File: src/hw/osd_pkg.sv
// Constants, register map and state encoding for the output sync and divider block.
package osd_pkg;

  // Clock rate and sync re-enable delay.
  localparam int CLK_MHZ = 40;
  localparam int SYNC_DELAY_NS = 6000;
  localparam int SYNC_DELAY_CYC = (SYNC_DELAY_NS * CLK_MHZ) / 1000;
  localparam logic [7:0] SYNC_DELAY_CNT = 8'(SYNC_DELAY_CYC - 1);

  // Bus geometry.
  localparam int ADDR_W = 8;
  localparam int DATA_W = 32;
  localparam int DIV_W = 8;
  localparam int NUM_OUT = 5;

  // Register byte offsets.
  localparam logic [ADDR_W-1:0] REG_CTRL = 8'h00;
  localparam logic [ADDR_W-1:0] REG_INDIV = 8'h04;
  localparam logic [ADDR_W-1:0] REG_OUTDIV0 = 8'h08;
  localparam logic [ADDR_W-1:0] REG_STRIDE = 8'h04;
  localparam logic [ADDR_W-1:0] REG_STATUS = 8'h1c;

  // Control register fields.
  localparam int CTRL_SYNC = 0;
  localparam int CTRL_NODELAY = 1;
  localparam int CTRL_MUXONLY = 2;
  localparam int CTRL_MUXSRC = 3;
  localparam int CTRL_AUXEN = 4;
  localparam int CTRL_AUXSEL = 5;
  localparam int CTRL_W = 6;

  // Status register fields.
  localparam int STAT_ON = 0;
  localparam int STAT_WAIT = 1;
  localparam int STAT_AUX = 2;
  localparam int STAT_SYNCPIN = 3;

  // Reset values.
  localparam logic [CTRL_W-1:0] CTRL_RST = 6'h00;
  localparam logic [DIV_W-1:0] DIV_RST = 8'h00;

  // Aux source dividers.
  localparam int AUX_SRC0 = 2;
  localparam int AUX_SRC1 = 3;

  // Sampled pin indices.
  localparam int PIN_SYNC = 0;
  localparam int PIN_REF = 1;
  localparam int PIN_SYNTHESIZED_CLOCK = 2;
  localparam int NUM_PIN = 3;

  typedef enum logic [1:0] {
    ST_OFF = 2'b00,
    ST_DELAY = 2'b01,
    ST_ALIGN = 2'b10,
    ST_ON = 2'b11
  } osd_state_e;

endpackage : osd_pkg

File: src/hw/osd_output_sync.sv
// Output synchronization, auxiliary output select and input divider.
//
// The Avalon-MM slave port and the register addresses are this design's own decisions.
`timescale 1ns/1ps
`default_nettype none

// Function
// - Sync pin rise or sync bit rise starts a sync; an output divider change restarts one unless the sequencer is in ST_OFF.
// - Rise, both selects 0: wait 6 us, enable on coincident ref and mux edges.
// - Rise, selects 0 then 1: wait 6 us, enable on next mux clock edge.
// - Rise, selects 1 then 0: enable at once on coincident ref and mux edges.
// - Rise, both selects 1: enable at once on next mux clock edge.
// - Falling sync pin or sync bit disables all outputs whatever the selects.
// - Aux output off unless enabled; source select picks divider 2 or 3.
// - Aux output stays off if its selected divider divides by one.
// - Synthesized clock is placed on the distribution bus as a mux source.
// - Input divider divides the reference clock pin and feeds the phase detector.
// - Input divide ratio is the 8-bit field plus one, 1 to 256.
module osd_output_sync (
  // Clock and reset
  input wire logic clk,
  input wire logic nrst,
  // Avalon-MM slave
  input wire logic [osd_pkg::ADDR_W-1:0] avs_address,
  input wire logic avs_read,
  input wire logic avs_write,
  input wire logic [osd_pkg::DATA_W-1:0] avs_writedata,
  input wire logic [3:0] avs_byteenable,
  output logic [osd_pkg::DATA_W-1:0] avs_readdata,
  output logic avs_waitrequest,
  // Pins from outside the clock domain
  input wire logic sync_pin,
  input wire logic ref_clk_pin,
  input wire logic synthesized_clock_clk_pin,
  // Clock outputs
  output logic [osd_pkg::NUM_OUT-1:0] out_clk,
  output logic auxiliary_clock_out,
  output logic synthesized_clock,
  output logic pfd_clk
);
  import osd_pkg::*;

  function automatic logic is_div1(input logic [DIV_W-1:0] field);
    is_div1 = (field == DIV_RST);
  endfunction : is_div1

  logic [NUM_PIN-1:0] pin_in;
  logic [NUM_PIN-1:0] pin_s1;
  logic [NUM_PIN-1:0] pin_s2;
  logic [NUM_PIN-1:0] pin_s3;
  logic [NUM_PIN-1:0] pin_stable;
  logic [NUM_PIN-1:0] pin_rise;
  logic [NUM_PIN-1:0] pin_fall;

  logic [CTRL_W-1:0] ctrl;
  logic [DIV_W-1:0] input_divide_field;
  logic [DIV_W-1:0] out_div [NUM_OUT];
  logic sync_bit_q;
  logic ack;
  logic aux_active;
  osd_state_e state;
  osd_state_e next_state;
  logic [7:0] dly_cnt;
  logic [DIV_W-1:0] in_cnt;
  logic [DIV_W-1:0] out_cnt [NUM_OUT];

  assign pin_in[PIN_SYNC] = sync_pin;
  assign pin_in[PIN_REF] = ref_clk_pin;
  assign pin_in[PIN_SYNTHESIZED_CLOCK] = synthesized_clock_clk_pin;

  // Three-stage sampling; a level counts once stages two and three agree.
  genvar g;
  generate
    for (g = 0; g < NUM_PIN; g++)
    begin : g_pin
      always_ff @(posedge clk or negedge nrst)
      begin
        if (!nrst)
        begin
          pin_s1[g] <= 1'b0;
          pin_s2[g] <= 1'b0;
          pin_s3[g] <= 1'b0;
          pin_stable[g] <= 1'b0;
        end
        else
        begin
          pin_s1[g] <= pin_in[g];
          pin_s2[g] <= pin_s1[g];
          pin_s3[g] <= pin_s2[g];
          if (pin_s2[g] == pin_s3[g])
          begin
            pin_stable[g] <= pin_s3[g];
          end
        end
      end
      assign pin_rise[g] = (pin_s2[g] == pin_s3[g]) && pin_s3[g] && !pin_stable[g];
      assign pin_fall[g] = (pin_s2[g] == pin_s3[g]) && !pin_s3[g] && pin_stable[g];
    end
  endgenerate

  // Bus decode.
  wire req = avs_read || avs_write;
  wire wr_fire = avs_write && ack && avs_byteenable[0];
  wire hit_ctrl = (avs_address == REG_CTRL);
  wire hit_indiv = (avs_address == REG_INDIV);
  wire hit_status = (avs_address == REG_STATUS);
  wire [NUM_OUT-1:0] hit_out;
  wire [NUM_OUT-1:0] out_changed;

  // One wait cycle keeps read data registered while the decode settles.
  assign avs_waitrequest = req && !ack;

  // Clock selection for the output mux.
  wire mux_src_synthesized_clock = ctrl[CTRL_MUXSRC];
  wire mux_rise = mux_src_synthesized_clock ? pin_rise[PIN_SYNTHESIZED_CLOCK] : pin_rise[PIN_REF];
  wire mux_level = mux_src_synthesized_clock ? pin_stable[PIN_SYNTHESIZED_CLOCK] : pin_stable[PIN_REF];
  wire outputs_on = (state == ST_ON);

  // Sync bit edges come from software writes to the control register.
  wire next_sync_bit = ctrl[CTRL_SYNC];
  wire bit_rise = next_sync_bit && !sync_bit_q;
  wire bit_fall = !next_sync_bit && sync_bit_q;
  wire sync_rise = pin_rise[PIN_SYNC] || bit_rise;
  wire sync_fall = pin_fall[PIN_SYNC] || bit_fall;
  wire div_restart = |out_changed;

  generate
    for (g = 0; g < NUM_OUT; g++)
    begin : g_dec
      assign hit_out[g] = (avs_address == REG_OUTDIV0 + ADDR_W'(g) * REG_STRIDE);
      assign out_changed[g] = wr_fire && hit_out[g]
        && (avs_writedata[DIV_W-1:0] != out_div[g]);
    end
  endgenerate

  logic [DATA_W-1:0] rd_word;
  always_comb
  begin
    rd_word = '0;
    if (hit_ctrl)
      rd_word[CTRL_W-1:0] = ctrl;
    if (hit_indiv)
      rd_word[DIV_W-1:0] = input_divide_field;
    for (int i = 0; i < NUM_OUT; i++)
      if (hit_out[i])
        rd_word[DIV_W-1:0] = out_div[i];
    if (hit_status)
    begin
      rd_word[STAT_ON] = outputs_on;
      rd_word[STAT_WAIT] = (state == ST_DELAY) || (state == ST_ALIGN);
      rd_word[STAT_AUX] = aux_active;
      rd_word[STAT_SYNCPIN] = pin_stable[PIN_SYNC];
    end
  end

  // Bus handshake and register writes.
  always_ff @(posedge clk or negedge nrst)
  begin
    if (!nrst)
    begin
      ack <= 1'b0;
      avs_readdata <= '0;
      ctrl <= CTRL_RST;
      input_divide_field <= DIV_RST;
      sync_bit_q <= 1'b0;
    end
    else
    begin
      ack <= req && !ack;
      sync_bit_q <= next_sync_bit;
      if (avs_read && !ack)
        avs_readdata <= rd_word;
      if (wr_fire && hit_ctrl)
        ctrl <= avs_writedata[CTRL_W-1:0];
      if (wr_fire && hit_indiv)
        input_divide_field <= avs_writedata[DIV_W-1:0];
    end
  end

  generate
    for (g = 0; g < NUM_OUT; g++)
    begin : g_reg
      always_ff @(posedge clk or negedge nrst)
      begin
        if (!nrst)
        begin
          out_div[g] <= DIV_RST;
        end
        else if (wr_fire && hit_out[g])
        begin
          out_div[g] <= avs_writedata[DIV_W-1:0];
        end
      end
    end
  endgenerate

  // Sync sequencer. A falling edge beats a rise in the same cycle.
  wire skip_delay = ctrl[CTRL_NODELAY];
  wire mux_only = ctrl[CTRL_MUXONLY];
  wire start_state_delay = !skip_delay;
  wire align_hit = mux_only ? mux_rise : (mux_rise && pin_rise[PIN_REF]);

  always_comb
  begin
    next_state = state;
    unique case (state)
      ST_OFF:
      begin
        if (sync_rise)
          next_state = start_state_delay ? ST_DELAY : ST_ALIGN;
      end
      ST_DELAY:
      begin
        if (dly_cnt == '0)
          next_state = ST_ALIGN;
      end
      ST_ALIGN:
      begin
        if (align_hit)
          next_state = ST_ON;
      end
      ST_ON:
      begin
        next_state = ST_ON;
      end
    endcase
    if ((state != ST_OFF) && (sync_rise || div_restart))
    begin
      next_state = start_state_delay ? ST_DELAY : ST_ALIGN;
    end
    if (sync_fall)
    begin
      next_state = ST_OFF;
    end
  end

  always_ff @(posedge clk or negedge nrst)
  begin
    if (!nrst)
    begin
      state <= ST_OFF;
      dly_cnt <= '0;
    end
    else
    begin
      state <= next_state;
      if (next_state == ST_DELAY && (state != ST_DELAY || next_state != state
          || sync_rise || div_restart))
      begin
        dly_cnt <= SYNC_DELAY_CNT;
      end
      else if (dly_cnt != '0)
      begin
        dly_cnt <= dly_cnt - 8'h01;
      end
    end
  end

  // Output dividers run only while the outputs are enabled, so each resync restarts phase.
  generate
    for (g = 0; g < NUM_OUT; g++)
    begin : g_div
      wire [DIV_W:0] half = ({1'b0, out_div[g]} + 9'h001) >> 1;
      always_ff @(posedge clk or negedge nrst)
      begin
        if (!nrst)
        begin
          out_cnt[g] <= '0;
          out_clk[g] <= 1'b0;
        end
        else if (!outputs_on)
        begin
          out_cnt[g] <= '0;
          out_clk[g] <= 1'b0;
        end
        else
        begin
          if (mux_rise)
          begin
            out_cnt[g] <= (out_cnt[g] == out_div[g]) ? '0 : out_cnt[g] + 8'h01;
          end
          out_clk[g] <= is_div1(out_div[g]) ? mux_level : ({1'b0, out_cnt[g]} < half);
        end
      end
    end
  endgenerate

  // Auxiliary output select.
  wire aux_sel = ctrl[CTRL_AUXSEL];
  wire [DIV_W-1:0] aux_field = aux_sel ? out_div[AUX_SRC1] : out_div[AUX_SRC0];
  wire aux_src_clk = aux_sel ? out_clk[AUX_SRC1] : out_clk[AUX_SRC0];
  assign aux_active = ctrl[CTRL_AUXEN] && !is_div1(aux_field);

  always_ff @(posedge clk or negedge nrst)
  begin
    if (!nrst)
    begin
      auxiliary_clock_out <= 1'b0;
      synthesized_clock <= 1'b0;
      pfd_clk <= 1'b0;
      in_cnt <= '0;
    end
    else
    begin
      auxiliary_clock_out <= aux_active && aux_src_clk;
      synthesized_clock <= pin_stable[PIN_SYNTHESIZED_CLOCK];
      pfd_clk <= 1'b0;
      if (pin_rise[PIN_REF])
      begin
        if (in_cnt == input_divide_field)
        begin
          in_cnt <= '0;
          pfd_clk <= 1'b1;
        end
        else
        begin
          in_cnt <= in_cnt + 8'h01;
        end
      end
    end
  end

endmodule : osd_output_sync

`default_nettype wire

File: config.mk
export PLATFORM = sky130hd
export DESIGN_NAME = osd_output_sync
export DESIGN_NICKNAME = d
export VERILOG_FILES = /design/src/hw/osd_pkg.sv /design/src/hw/osd_output_sync.sv
export SDC_FILE = /design/constraint.sdc
export NUM_CORES = 1
export LEC_CHECK = 0
export CAP_MARGIN = 20
export CORE_MARGIN = 1
export CORE_UTILIZATION = 60
export DETAILED_ROUTE_END_ITERATION = 8
export DONT_BUFFER_PORTS = 1
export PLACE_DENSITY = 0.85
export SLEW_MARGIN = 25
export SYNTH_ARGS = -nofsm -noshare
export SYNTH_HDL_FRONTEND = slang
export SYNTH_SLANG_ARGS = --single-unit
File: constraint.sdc
create_clock -name clk -period 3 [get_ports clk]
set_clock_uncertainty 0.15 [all_clocks]
set_input_delay 0 -clock clk [delete_from_list [all_inputs] [get_ports clk]]
set_output_delay 0 -clock clk [all_outputs]
set_load 0.005 [all_outputs]
### After elaboration in Yosys (flattened, before gate mapping)

Index checks and enable logic that the tools add are counted.

| cells by class | value |
|---|---|
| add/sub/neg operators | 12 |
| multiply operators | 0 |
| divide/modulo/power cells | 0 |
| $lt $le $gt $ge | 5 |
| equal/unequal tests | 28 |
| shifts and indexed selects | 0 |
| mux-type cells | 50 |
| bitwise logic cells | 0 |
| reduce and logical (&&, ||, !) cells | 60 |

Operators by type and width:

| cell | number |
|---|---|
| 2-to-1 mux 8 bit | 25 |
| zero test 8 bit | 8 |
| adder 8 x 1 -> 8 bit, second input constant | 6 |
| equality test 8 bit | 6 |
| adder 8 x 1 -> 9 bit, second input constant | 5 |
| < comparator 8 bit | 5 |
| != test 8 bit | 5 |
| equality test 8 x 5 -> 1 bit, second input constant | 4 |
| logical AND 1 bit | 31 |
| equality test 8 x 4 -> 1 bit, second input constant | 2 |
| 2-to-1 mux 1 bit | 16 |
| 2-to-1 mux 2 bit | 6 |
| equality test 8 x 3 -> 1 bit, second input constant | 1 |
| zero test 1 bit | 8 |
| logical OR 1 bit | 8 |
| case mux 2 bit (4 select lines) | 1 |
| nonzero test 8 bit | 1 |
| subtractor 8 x 1 -> 8 bit, second input constant | 1 |
| 2-to-1 mux 6 bit | 1 |
| OR reduction 5 bit | 1 |
| equality test 2 x 1 -> 1 bit, second input constant | 2 |
| equality test 2 bit, second input constant | 2 |
| 2-to-1 mux 4 bit | 1 |
| nonzero test 2 bit | 2 |
| 5 further kinds | 7 |

| storage, ports and cells | value |
|---|---|
| bits in registers | 142 |
| latch bits | 0 |
| RAM bits | 0 |
| memory bits (read-only) | 0 |
| bits of input ports | 51 |
| word-level logic and storage cells | 193 |
| memories | 0 |

### Longest topological paths before layout

Gate-level depths: netlist of run 1.

| logic depth | value |
|---|---|
| word-level depth | 16 |
| mapped depth | 10 |

### Least setup slack after synthesis of run 1

No wires, ideal clock.

| timing path | value |
|---|---|
| kind | flip-flop to flip-flop |
| from | register out_div[15] (netlist bit) |
| to | register dly_cnt[2] |
| arrival time | 1.961 ns |
| required time | 2.702 ns |
| setup slack | 0.741 ns |
| stages on the path, launching flop included | 9 |
| buffers on the path | 1 |
| cell sequence | dfrtp_1 clkbuf_1 xor2_1 nor4_1 a21oi_2 nor4_2 a21oi_2 mux2i_2 o211ai_1 |

| on the way | value |
|---|---|
| word-level cells in the longest chain between the ends | 13 |

RTL lines:

| what | RTL line | RTL |
|---|---|---|
| from (decl) | osd_output_sync.sv:57 | `logic [DIV_W-1:0] out_div [NUM_OUT];` |
| from (signal, indexed assignment) | osd_output_sync.sv:191 | `out_div[g] <= avs_writedata[DIV_W-1:0];` |
| != test 8 bit (*) | osd_output_sync.sv:132 | `&& (avs_writedata[DIV_W-1:0] != out_div[g]);` |
| logical AND 1 bit (*) | osd_output_sync.sv:132 |  |
| OR reduction 5 bit (*) | osd_output_sync.sv:125 | `wire div_restart = \|out_changed;` |
| logical OR 1 bit | osd_output_sync.sv:227 | `if ((state != ST_OFF) && (sync_rise \|\| div_restart))` |
| logical AND 1 bit | osd_output_sync.sv:227 |  |
| 2-to-1 mux 2 bit | osd_output_sync.sv:227 |  |
| 2-to-1 mux 2 bit | osd_output_sync.sv:231 | `if (sync_fall)` |
| != test 2 bit | osd_output_sync.sv:247 | `if (next_state == ST_DELAY && (state != ST_DELAY \|\| next_state != state` |
| logical OR 1 bit | osd_output_sync.sv:247 |  |
| logical OR 1 bit (2 in series) | osd_output_sync.sv:248 | `\|\| sync_rise \|\| div_restart))` |
| logical AND 1 bit (*) | osd_output_sync.sv:247 |  |
| 2-to-1 mux 8 bit or nonzero test 2 bit (tied branches) | - |  |
| to (signal assigned) | osd_output_sync.sv:254 | `dly_cnt <= dly_cnt - 8'h01;` |
| to (decl) | osd_output_sync.sv:63 | `logic [7:0] dly_cnt;` |

Mark *: on every way between the ends. The rest lies on a longest branch, timed or not.
A chain may end at the register's enable or synchronous reset.

### Final worst setup path of run 1

| timing path | value |
|---|---|
| from | input port avs_address[4] (netlist bit) |
| to | register dly_cnt[2] |

| on the way | value |
|---|---|
| word-level cells in the longest chain between the ends | 14 |

RTL lines:

| what | RTL line | RTL |
|---|---|---|
| from (decl) | osd_output_sync.sv:24 | `input wire logic [osd_pkg::ADDR_W-1:0] avs_address,` |
| equality test 8 x 4 -> 1 bit or equality test 8 x 5 -> 1 bit (tied branches) | osd_output_sync.sv:130 | `assign hit_out[g] = (avs_address == REG_OUTDIV0 + ADDR_W'(g) * REG_STRIDE);` |
| logical AND 1 bit | osd_output_sync.sv:131 | `assign out_changed[g] = wr_fire && hit_out[g]` |
| logical AND 1 bit | osd_output_sync.sv:132 |  |
| OR reduction 5 bit (*) | osd_output_sync.sv:125 |  |
| logical OR 1 bit | osd_output_sync.sv:227 |  |
| logical AND 1 bit | osd_output_sync.sv:227 |  |
| 2-to-1 mux 2 bit | osd_output_sync.sv:227 |  |
| 2-to-1 mux 2 bit | osd_output_sync.sv:231 |  |
| != test 2 bit | osd_output_sync.sv:247 |  |
| logical OR 1 bit | osd_output_sync.sv:247 |  |
| logical OR 1 bit (2 in series) | osd_output_sync.sv:248 |  |
| logical AND 1 bit (*) | osd_output_sync.sv:247 |  |
| 2-to-1 mux 8 bit or nonzero test 2 bit (tied branches) | - |  |

Marked as above.

==> results.cfg, run 1 <==
[outcome]
status = finished, violations left
violations = hold timing

[global_routing]
grt_util_met1_pct = 36.9
grt.busiest_layer = met2
global_route.usage.total_pct = 30.9
grt_util_met2_pct = 49.8
met3_usage_pct = 8.22
antenna_violations_before_repair = 0
grt_start_max_net_pins = 143
wire_length_of_the_first_global_routing_pass_um = 38500
overflow = 0
grt_pass1_vias = 7545

[logic_synthesis]
synth_area_per_cell_sq_um = 9.48
ys_seq_elements = 142
synth_sequential_area_ratio_pct = 37.5
post_synthesis_cell_type_count = 61
synth_area_sq_um = 9480
synthesis.instances = 1000
synth_warnings = 0
ys.flop_type = dfrtp_1
synth_enable_flop_cells = 0
share_of_async_settable_or_async_resettable_flops_after_synthesis_pct = 100

[worst_setup_path]
worst-endpoint-required_ns = 3.15
reg2reg_from = ack
critical-path-top-cell-by-count = dlygate4sd3_1
cp-end-kind = flop
worst_r2r_path_depth = 6
path_cells = dlygate4sd3_1 -> nor4_4 -> dlygate4sd3_1 -> nand3_2 -> a21oi_1 -> nor4_2 -> a21oi_2 -> mux2i_4 -> o211ai_1
r2r_setup_slack_ns = 0.29
cp.arrival_ns = 3.02
terminus_of_the_critical_flop_to_flop_path = out_div[21]
cp_max_fo = 9
critical_path.startpoint_type = input port
timing.critical_path.slowest_stage_cell = dlygate4sd3_1
cpPeakStageDelay_ns = 0.68
critPathKind = input port to flop

[layout]
n_antenna_cell = 0
post-route-util_pct = 68.1
n_fill_cell = 1120
synthToLayoutAreaGrowth_pct = 9.95
most_common_library_cell_in_the_layout_ignoring_fill_and_taps = dfrtp_1
final_layout_size_suffix_gt1_share_pct = 13.8
multiInputGateArea_sq_um = 5510
finalNetCount = 1119
footprint_of_the_flip_flops_and_latches_sq_um = 3550
most_frequent_cells_in_the_layout = dfrtp_1, o21ai_0, nand2_1

[sta]
post-route-period-util_pct = 95.6
post-route-min-period_ns = 2.87
final_max_slew_viol_count = 0
setup_tns_ns = 0
tightest_slew_ns = 0.668
max_freq_mhz = 349
whs_ns = -0.896
report.final.setup_viol = 0
worst_slack_ns = 0.131
hold_viol = 142
worst_slew_margin_rel_pct = 55.3

[placed_design]
dp.final_hpwl_um = 15100
gp_weighted_congestion = 0.928
place_worst_setup_slack_ns = 0.425
buffer_ports.inserted = 0

[clocking]
ctsHoldBuffers = 32
bufs_on_longest_clock_path = 2
insertion_delay_ns = 0.44
tritoncts_clock_tree = built
cts.htree.levels = 4
cts.clk_slew.worst_paths_ns = 0.06
number_of_sinks_driven_by_the_clock_tree = 142
clk_root_buf = clkbuf_16
numCtsBuffers = 17

[routing]
count_of_nets_left_with_antenna_violations_after_detail_routing = 0
drtIter0Drc = 658
via_per_inst = 6.07
drc_errors = 0
finalWirelength_um = 23800
wl_per_cell_um = 19.4
drt_first_pass_iters = 5
detailroute.via_count = 7469

[floorplanning]
top_level_ports = 92
die_height_um = 128
floorplan.die.width_um = 128
floorplan.initialDensity_pct = 61.9
core_area_sq_um = 15300
die-area_sq_um = 16300
std_cell_rows = 45

[worst_hold_path]
timing.hold.worst.class = input port to async pin

[pwr]
static-leakage-power_nw = 4.63
power-per-cell-area_nw_per_um2 = 481
vdd_drop_max_uv = 473
fin_total_pwr_w = 0.00501

[job]
maxCapViolCount = 0
registers in the layout, indices dropped and copies added (netlist names):
signal               flops
out_cnt                 40
out_div                 40
avs_readdata             8
dly_cnt                  8
in_cnt                   8
input_divide_field       8
ctrl                     6
out_clk                  5
pin_s1                   3
pin_s2                   3
pin_s3                   3
pin_stable               3
state                    2
ack                      1
auxiliary_clock_out      1
pfd_clk                  1
sync_bit_q               1
synthesized_clock        1
cell families (layout without fill, tap and decap cells):
logic type      Yosys count  after routing  synth area share (%)
flops                   142            142                  37.5
compound gates          185            185                  12.0
xor+xnor                126            126                  11.6
other cells               1             24                0.0395
buf+inv                 109            105                  5.46
fa+ha+maj                61             61                  8.05
mux                      66             66                  7.81
simple gates            310            310                  17.5
cells in the mapped netlist, types with 4 or more instances:
library cell  number  area, sq um
dfrtp_1          142         3550
o21ai_0           91          455
nand2_1           87          327
xnor2_1           64          561
xor2_1            62          543
ha_1              61          763
mux2_2            60          676
nor2_1            53          199
clkbuf_1          42          158
nand3_1           30          150
nand2b_1          28          175
inv_1             25         93.8
buf_4             24          180
and3_1            20          125
nand4_1           19          119
a21oi_1           17         85.1
nor4_1            17          106
a22oi_1           12         90.1
nor3_1            12         60.1
a211oi_1          10         75.1
a21o_1            10         75.1
buf_1             10         37.5
o31ai_1            9         67.6
buf_2              7         35.0
a31oi_1            6         37.5
and2_1             6         37.5
nor2b_1            6         37.5
or2_2              6         37.5
nand3_2            5         50.1
o21a_1             5         37.5
a21oi_2            4         35.0
a221oi_1           4         35.0
and2_2             4         30.0
mux2i_1            4         40.0
timing repair:
item | in CTS | in global routing
resized for setup | 0 | 1
endpoints found under the hold margin | 209 | 142
setup endpoints to repair | 0 | 8
buffers inserted | 0 | 1
stage by stage:
stage,std cells,cell area [sq um]
floorplan,1023,9570
global placement,1166,9530
detailed placement,1166,9530
CTS,1229,10400
global route,1230,10400
finish,1230,10400
how the worst max path moves through the flow:
| stage | startpoint | to | slack (ns) | cells past startpoint |
|---|---|---|---|---|
| after floorplan | out_div[15] | dly_cnt[2] | 0.74 | 8 |
| after global placement | out_div[28] | dly_cnt[2] | 0.48 | 7 |
| after detailed placement | out_div[30] | dly_cnt[2] | 0.42 | 7 |
| after CTS | avs_address[4] | dly_cnt[2] | 0.01 | 9 |
| after global routing | avs_address[4] | dly_cnt[2] | -0.02 | 9 |
| final | avs_address[4] | dly_cnt[2] | 0.13 | 9 |
where the power goes:
part           switching [W]  total, W  internal [W]
Sequential          0.000115   0.00212       0.00201
Clock               0.000828   0.00202       0.00119
Combinational       0.000520  0.000868      0.000347
layer usage:
layer / share of wire [%] / up-vias
li1: - / 3463
met1: 40 / 3602
met2: 47 / 300
met3: 7.7 / 104
met4: 5.5 / 0
met5: 0 / -
worst max-delay path, delay by kind of cell:
kind	cells	cell delay [ns]
AO/OA/AOI/OAI	3	0.74
buffers and inverters	2	1.27
multiplexers	1	0.40
AND/OR/NAND/NOR	3	0.61
area by class of cell:
class	instances	share of cell area, %
repair buffers	49	4.30
multi-input cells	772	52.8
clock buffers	21	4.51
well taps	211	2.53
flip-flops and latches	142	34.1
clock inverters	10	0.864
inverters	25	0.900
(Power assumes the default switching activity.)
==> run 2, diff against run 1 <==
--- a/config.mk
+++ b/config.mk
@@ -7,10 +7,9 @@
 export LEC_CHECK = 0
 export CAP_MARGIN = 20
 export CORE_MARGIN = 1
-export CORE_UTILIZATION = 60
+export CORE_UTILIZATION = 45
 export DETAILED_ROUTE_END_ITERATION = 8
 export DONT_BUFFER_PORTS = 1
-export PLACE_DENSITY = 0.85
 export SLEW_MARGIN = 25
 export SYNTH_ARGS = -nofsm -noshare
 export SYNTH_HDL_FRONTEND = slang
==> constraint.sdc (replaced) <==
create_clock -name clk -period 3 [get_ports clk]
set_clock_uncertainty 0.15 [all_clocks]
set_input_delay 0.6 -clock clk [delete_from_list [all_inputs] [get_ports clk]]
set_output_delay 0.6 -clock clk [all_outputs]
set_load 0.005 [all_outputs]
==> results.cfg, run 2 (synthesis gave the netlist of run 1 again) <==
[worst_setup_path]
critPathKind = flop to flop
worst-endpoint-required_ns = 3.12
critical_path.startpoint_type = flop
cp.arrival_ns = 2.77
cp_max_fo = 8
cp-end-kind = flop

[routing]
finalWirelength_um = 22100
detailroute.via_count = 6943
count_of_nets_left_with_antenna_violations_after_detail_routing = 0
drt_first_pass_iters = 5
via_per_inst = 5.45
drtIter0Drc = 387
drc_errors = 0
wl_per_cell_um = 17.4

[sta]
max_freq_mhz = 378
worst_slack_ns = 0.353
post-route-min-period_ns = 2.65
worst_slew_margin_rel_pct = 61.1
final_max_slew_viol_count = 0
whs_ns = -0.274
tightest_slew_ns = 0.577
setup_tns_ns = 0
report.final.setup_viol = 0
post-route-period-util_pct = 88.2
hold_viol = 142
grt_setup_unrepaired = no

[floorplanning]
top_level_ports = 92
die-area_sq_um = 21700
core_area_sq_um = 20400
floorplan.initialDensity_pct = 46.4
std_cell_rows = 52
floorplan.die.width_um = 147
die_height_um = 147

[layout]
most_frequent_cells_in_the_layout = dfrtp_1, o21ai_0, nand2_1
synthToLayoutAreaGrowth_pct = 9.08
final_layout_size_suffix_gt1_share_pct = 15.6
n_fill_cell = 1876
biggestRegsByFlops = out_cnt x40, out_div x40
footprint_of_the_flip_flops_and_latches_sq_um = 3550
multiInputGateArea_sq_um = 5500
finalNetCount = 1104
n_antenna_cell = 0
most_common_library_cell_in_the_layout_ignoring_fill_and_taps = dfrtp_1

[clocking]
bufs_on_longest_clock_path = 2
clk_root_buf = clkbuf_16
insertion_delay_ns = 0.43
post_cts_resized = 0
cts.htree.levels = 4
numCtsBuffers = 17
cts.clk_slew.worst_paths_ns = 0.06
number_of_sinks_driven_by_the_clock_tree = 142
post-cts-setup-buffers = 0
tritoncts_clock_tree = built

[outcome]
violations = hold timing
status = finished, violations left

[global_routing]
wire_length_of_the_first_global_routing_pass_um = 36500
grt_pass1_vias = 6879
overflow = 0
antenna_violations_before_repair = 0
global_route.usage.total_pct = 21.5
grt_start_max_net_pins = 143

[placed_design]
place_worst_setup_slack_ns = 0.212
gp_weighted_congestion = 0.847
buffer_ports.inserted = 0
dp.final_hpwl_um = 15800

[job]
maxCapViolCount = 0

[worst_hold_path]
timing.hold.worst.class = input port to async pin

[pwr]
vdd_drop_max_uv = 274
power-per-cell-area_nw_per_um2 = 497
static-leakage-power_nw = 4.60
[run 2: cell count changes in the layout (fill, tap and decap cells not counted)]
cell / delta
mux2i_2: +1
clkinv_4: -1
clkinv_2: +1
clkbuf_1: +2
clkinvlp_4: -1
clkbuf_8: -3
bufinv_16: +3
buf_4: +17
dlygate4sd3_1: -32
mux2i_4: -1
[run 2: layout make-up]
cell class	instances	area share [%]
Clock buffer	20	4.22
Clock inverter	12	1.63
Inverter	25	0.907
Multi-Input combinational cell	772	53.2
Sequential cell	142	34.4
Tap cell	270	3.27
Timing Repair Buffer	34	2.47
[run 2: report_power, final]
part,leakage (nW),internal (W),switching [W]
Clock,0.294,0.00138,0.000841
Combinational,2.39,0.000317,0.000489
Sequential,1.91,0.00201,0.000102
[run 2: critical path: stages, from the launching register on]
cell	delay (ns)
dfrtp_1	0.49
xor2_1	0.21
nor4_1	0.41
a21oi_2	0.13
nor4_2	0.35
a21oi_2	0.14
mux2i_2	0.44
o211ai_1	0.16
[run 2: per-layer routing]
metal	global-route usage (%)	share of wire, %	vias up
met4	6.96	2.0	0
met5	0	0	-
li1	-	-	3429
met1	29.5	47	3374
met2	34.3	46	117
met3	3.91	4.3	23
[run 2: through the flow]
step	utilization (%)	area, sq um	cells	power [W]
global route	50.6	10300	1275	0.00538
detailed placement	47.7	9740	1243	0.00295
floorplan	-	9570	1023	0.00274
finish	50.6	10300	1275	0.00514
CTS	50.6	10300	1275	0.00518
global placement	47.7	9740	1243	0.00294
[run 2: worst paths after layout]
check	end	cells past startpoint	slack (ns)	startpoint
worst min-delay path	pin_s1[2]	0	-0.27	nrst
min in group clk	pin_s1[0]	0	0.05	sync_pin
worst max register to register	dly_cnt[2]	7	0.35	out_div[21]
max in group asynchronous	out_cnt[12]	0	2.68	nrst
worst max-delay path	dly_cnt[2]	7	0.35	out_div[21]
worst min register to register	pin_s2[0]	0	0.20	pin_s1[0]
==> run 3, diff against run 2 <==
--- a/config.mk
+++ b/config.mk
@@ -7,7 +7,7 @@
 export LEC_CHECK = 0
 export CAP_MARGIN = 20
 export CORE_MARGIN = 1
-export CORE_UTILIZATION = 45
+export CORE_UTILIZATION = 30
 export DETAILED_ROUTE_END_ITERATION = 8
 export DONT_BUFFER_PORTS = 1
 export SLEW_MARGIN = 25
==> results.cfg, run 3 (synthesis gave the netlist of run 1 again) <==
[outcome]
status = finished, violations left
violations = DRC, hold timing

[layout]
post-route-util_pct = 34.3
most_frequent_cells_in_the_layout = dfrtp_1, o21ai_0, nand2_1
final_layout_size_suffix_gt1_share_pct = 15.5
biggestRegsByFlops = out_cnt x40, out_div x40
finalNetCount = 1102
most_common_library_cell_in_the_layout_ignoring_fill_and_taps = dfrtp_1
synthToLayoutAreaGrowth_pct = 11.4
n_antenna_cell = 0

[clocking]
number_of_sinks_driven_by_the_clock_tree = 142
cts.clk_slew.worst_paths_ns = 0.06
bufs_on_longest_clock_path = 2
cts.htree.levels = 4
clk_root_buf = clkbuf_16
numCtsBuffers = 17
insertion_delay_ns = 0.43
tritoncts_clock_tree = built

[floorplanning]
top_level_ports = 92
die_height_um = 180
floorplan.initialDensity_pct = 30.8
die-area_sq_um = 32300
std_cell_rows = 64
core_area_sq_um = 30800
floorplan.die.width_um = 180

[sta]
final_max_slew_viol_count = 0
tightest_slew_ns = 0.571
worst_slew_margin_rel_pct = 61.6
grt_setup_unrepaired = no
post-route-period-util_pct = 91.7
hold_viol = 142
post-route-min-period_ns = 2.75
setup_tns_ns = 0
report.final.setup_viol = 0
whs_ns = -0.276
max_freq_mhz = 363

[worst_setup_path]
cp_max_fo = 8
cp-end-kind = flop
timing.critical_path.slowest_stage_cell = nor4_1
path_cells = xor2_1 -> nor4_1 -> a21oi_1 -> nor4_1 -> a211oi_1 -> mux2i_2 -> o211ai_1
critPathKind = flop to flop
cp.arrival_ns = 2.87
critical-path-top-cell-by-count = nor4_1
worst-endpoint-required_ns = 3.12
critical_path.startpoint_type = flop
cell_family_contributing_the_most_delay_on_the_critical_path = simple AND/OR/NAND/NOR gates
cp_num_buf_inv = 0
cpPeakStageDelay_ns = 0.56

[routing]
count_of_nets_left_with_antenna_violations_after_detail_routing = 0
drt_first_pass_iters = 7
drc_errors = 7
detailroute.via_count = 7076
drtIter0Drc = 521
finalWirelength_um = 23200
wl_per_cell_um = 16.6
via_per_inst = 5.06

[pwr]
power.share.clock_pct = 46.0
p_int_w = 0.00400
switching_power_w = 0.00144
seq_power_share_pct = 39.0
switching_share_pct = 26.4
fin_total_pwr_w = 0.00543
power_frac_comb_pct = 14.9
vdd_drop_max_uv = 369
power-per-cell-area_nw_per_um2 = 514
static-leakage-power_nw = 4.62

[global_routing]
overflow = 0
grt_pass1_vias = 6918
grt_start_max_net_pins = 143
antenna_violations_before_repair = 1
global_route.usage.total_pct = 14.8
wire_length_of_the_first_global_routing_pass_um = 37900

[placed_design]
buffer_ports.inserted = 0
gp_weighted_congestion = 0.894
dp.final_hpwl_um = 16800

[worst_hold_path]
timing.hold.worst.class = input port to async pin

[job]
maxCapViolCount = 0
## run 3: cell count changes in the layout (fill, tap and decap cells not counted)
cell	before	now
bufinv_16	4	7
clkinv_2	5	2
clkbuf_8	0	1
clkinvlp_4	2	1
buf_4	34	32
## run 3: repair_timing
item / 4_1_cts / 5_1_grt
hold endpoints to repair: 142 / 142
buffers inserted: 0 / 0
resized for setup: 0 / 0
## run 3: routing by layer
| metal | vias up | GRT usage, % | wire [um] |
|---|---|---|---|
| met5 | - | 0 | 13 |
| met4 | 2 | 6.14 | 703 |
| met3 | 42 | 4.29 | 1280 |
| met2 | 150 | 23.8 | 10800 |
| met1 | 3463 | 18.6 | 10500 |
| li1 | 3419 | - | - |
## run 3: worst paths after layout
path	start	end	slack, ns	cells past startpoint
worst min-delay path	nrst	out_cnt[26]	-0.28	0
worst max-delay path	out_div[38]	dly_cnt[2]	0.25	7
worst min register to register	pin_s1[0]	pin_s2[0]	0.20	0
worst max register to register	out_div[38]	dly_cnt[2]	0.25	7
min in group clk	sync_pin	pin_s1[0]	0.05	0
max in group asynchronous	nrst	dly_cnt[7]	2.69	0
## run 3: worst register-to-register path, cell delays in order, from the launching register on
cell	delay [ns]
dfrtp_1	0.52
xor2_1	0.20
nor4_1	0.56
a21oi_1	0.19
nor4_1	0.29
a211oi_1	0.13
mux2i_2	0.41
o211ai_1	0.15
## run 3: power groups by stage
stage / Sequential [W] / Combinational, W / Clock [W]
finish: 0.00212 / 0.000812 / 0.00250
global route: 0.00214 / 0.000911 / 0.00264
CTS: 0.00212 / 0.000815 / 0.00254
detailed placement: 0.00215 / 0.000808 / 0
global placement: 0.00215 / 0.000791 / 0
floorplan: 0.00211 / 0.000633 / 0
## run 3: per-stage QoR
step | cell area [sq um] | cells | worst slack [ns]
after floorplan | 9570 | 1023 | 0.414
after global placement | 9880 | 1367 | 0.312
after detailed placement | 9880 | 1367 | 0.264
after CTS | 10600 | 1399 | 0.303
after global routing | 10600 | 1399 | 0.133
final | 10600 | 1399 | 0.248
## run 3: layout make-up
class / instances / area, sq um
Fill cell: 3065 / 20300
Clock inverter: 11 / 236
Inverter: 25 / 93.8
Sequential cell: 142 / 3550
Multi-Input combinational cell: 772 / 5500
Clock buffer: 21 / 450
Timing Repair Buffer: 32 / 240
Tap cell: 396 / 495
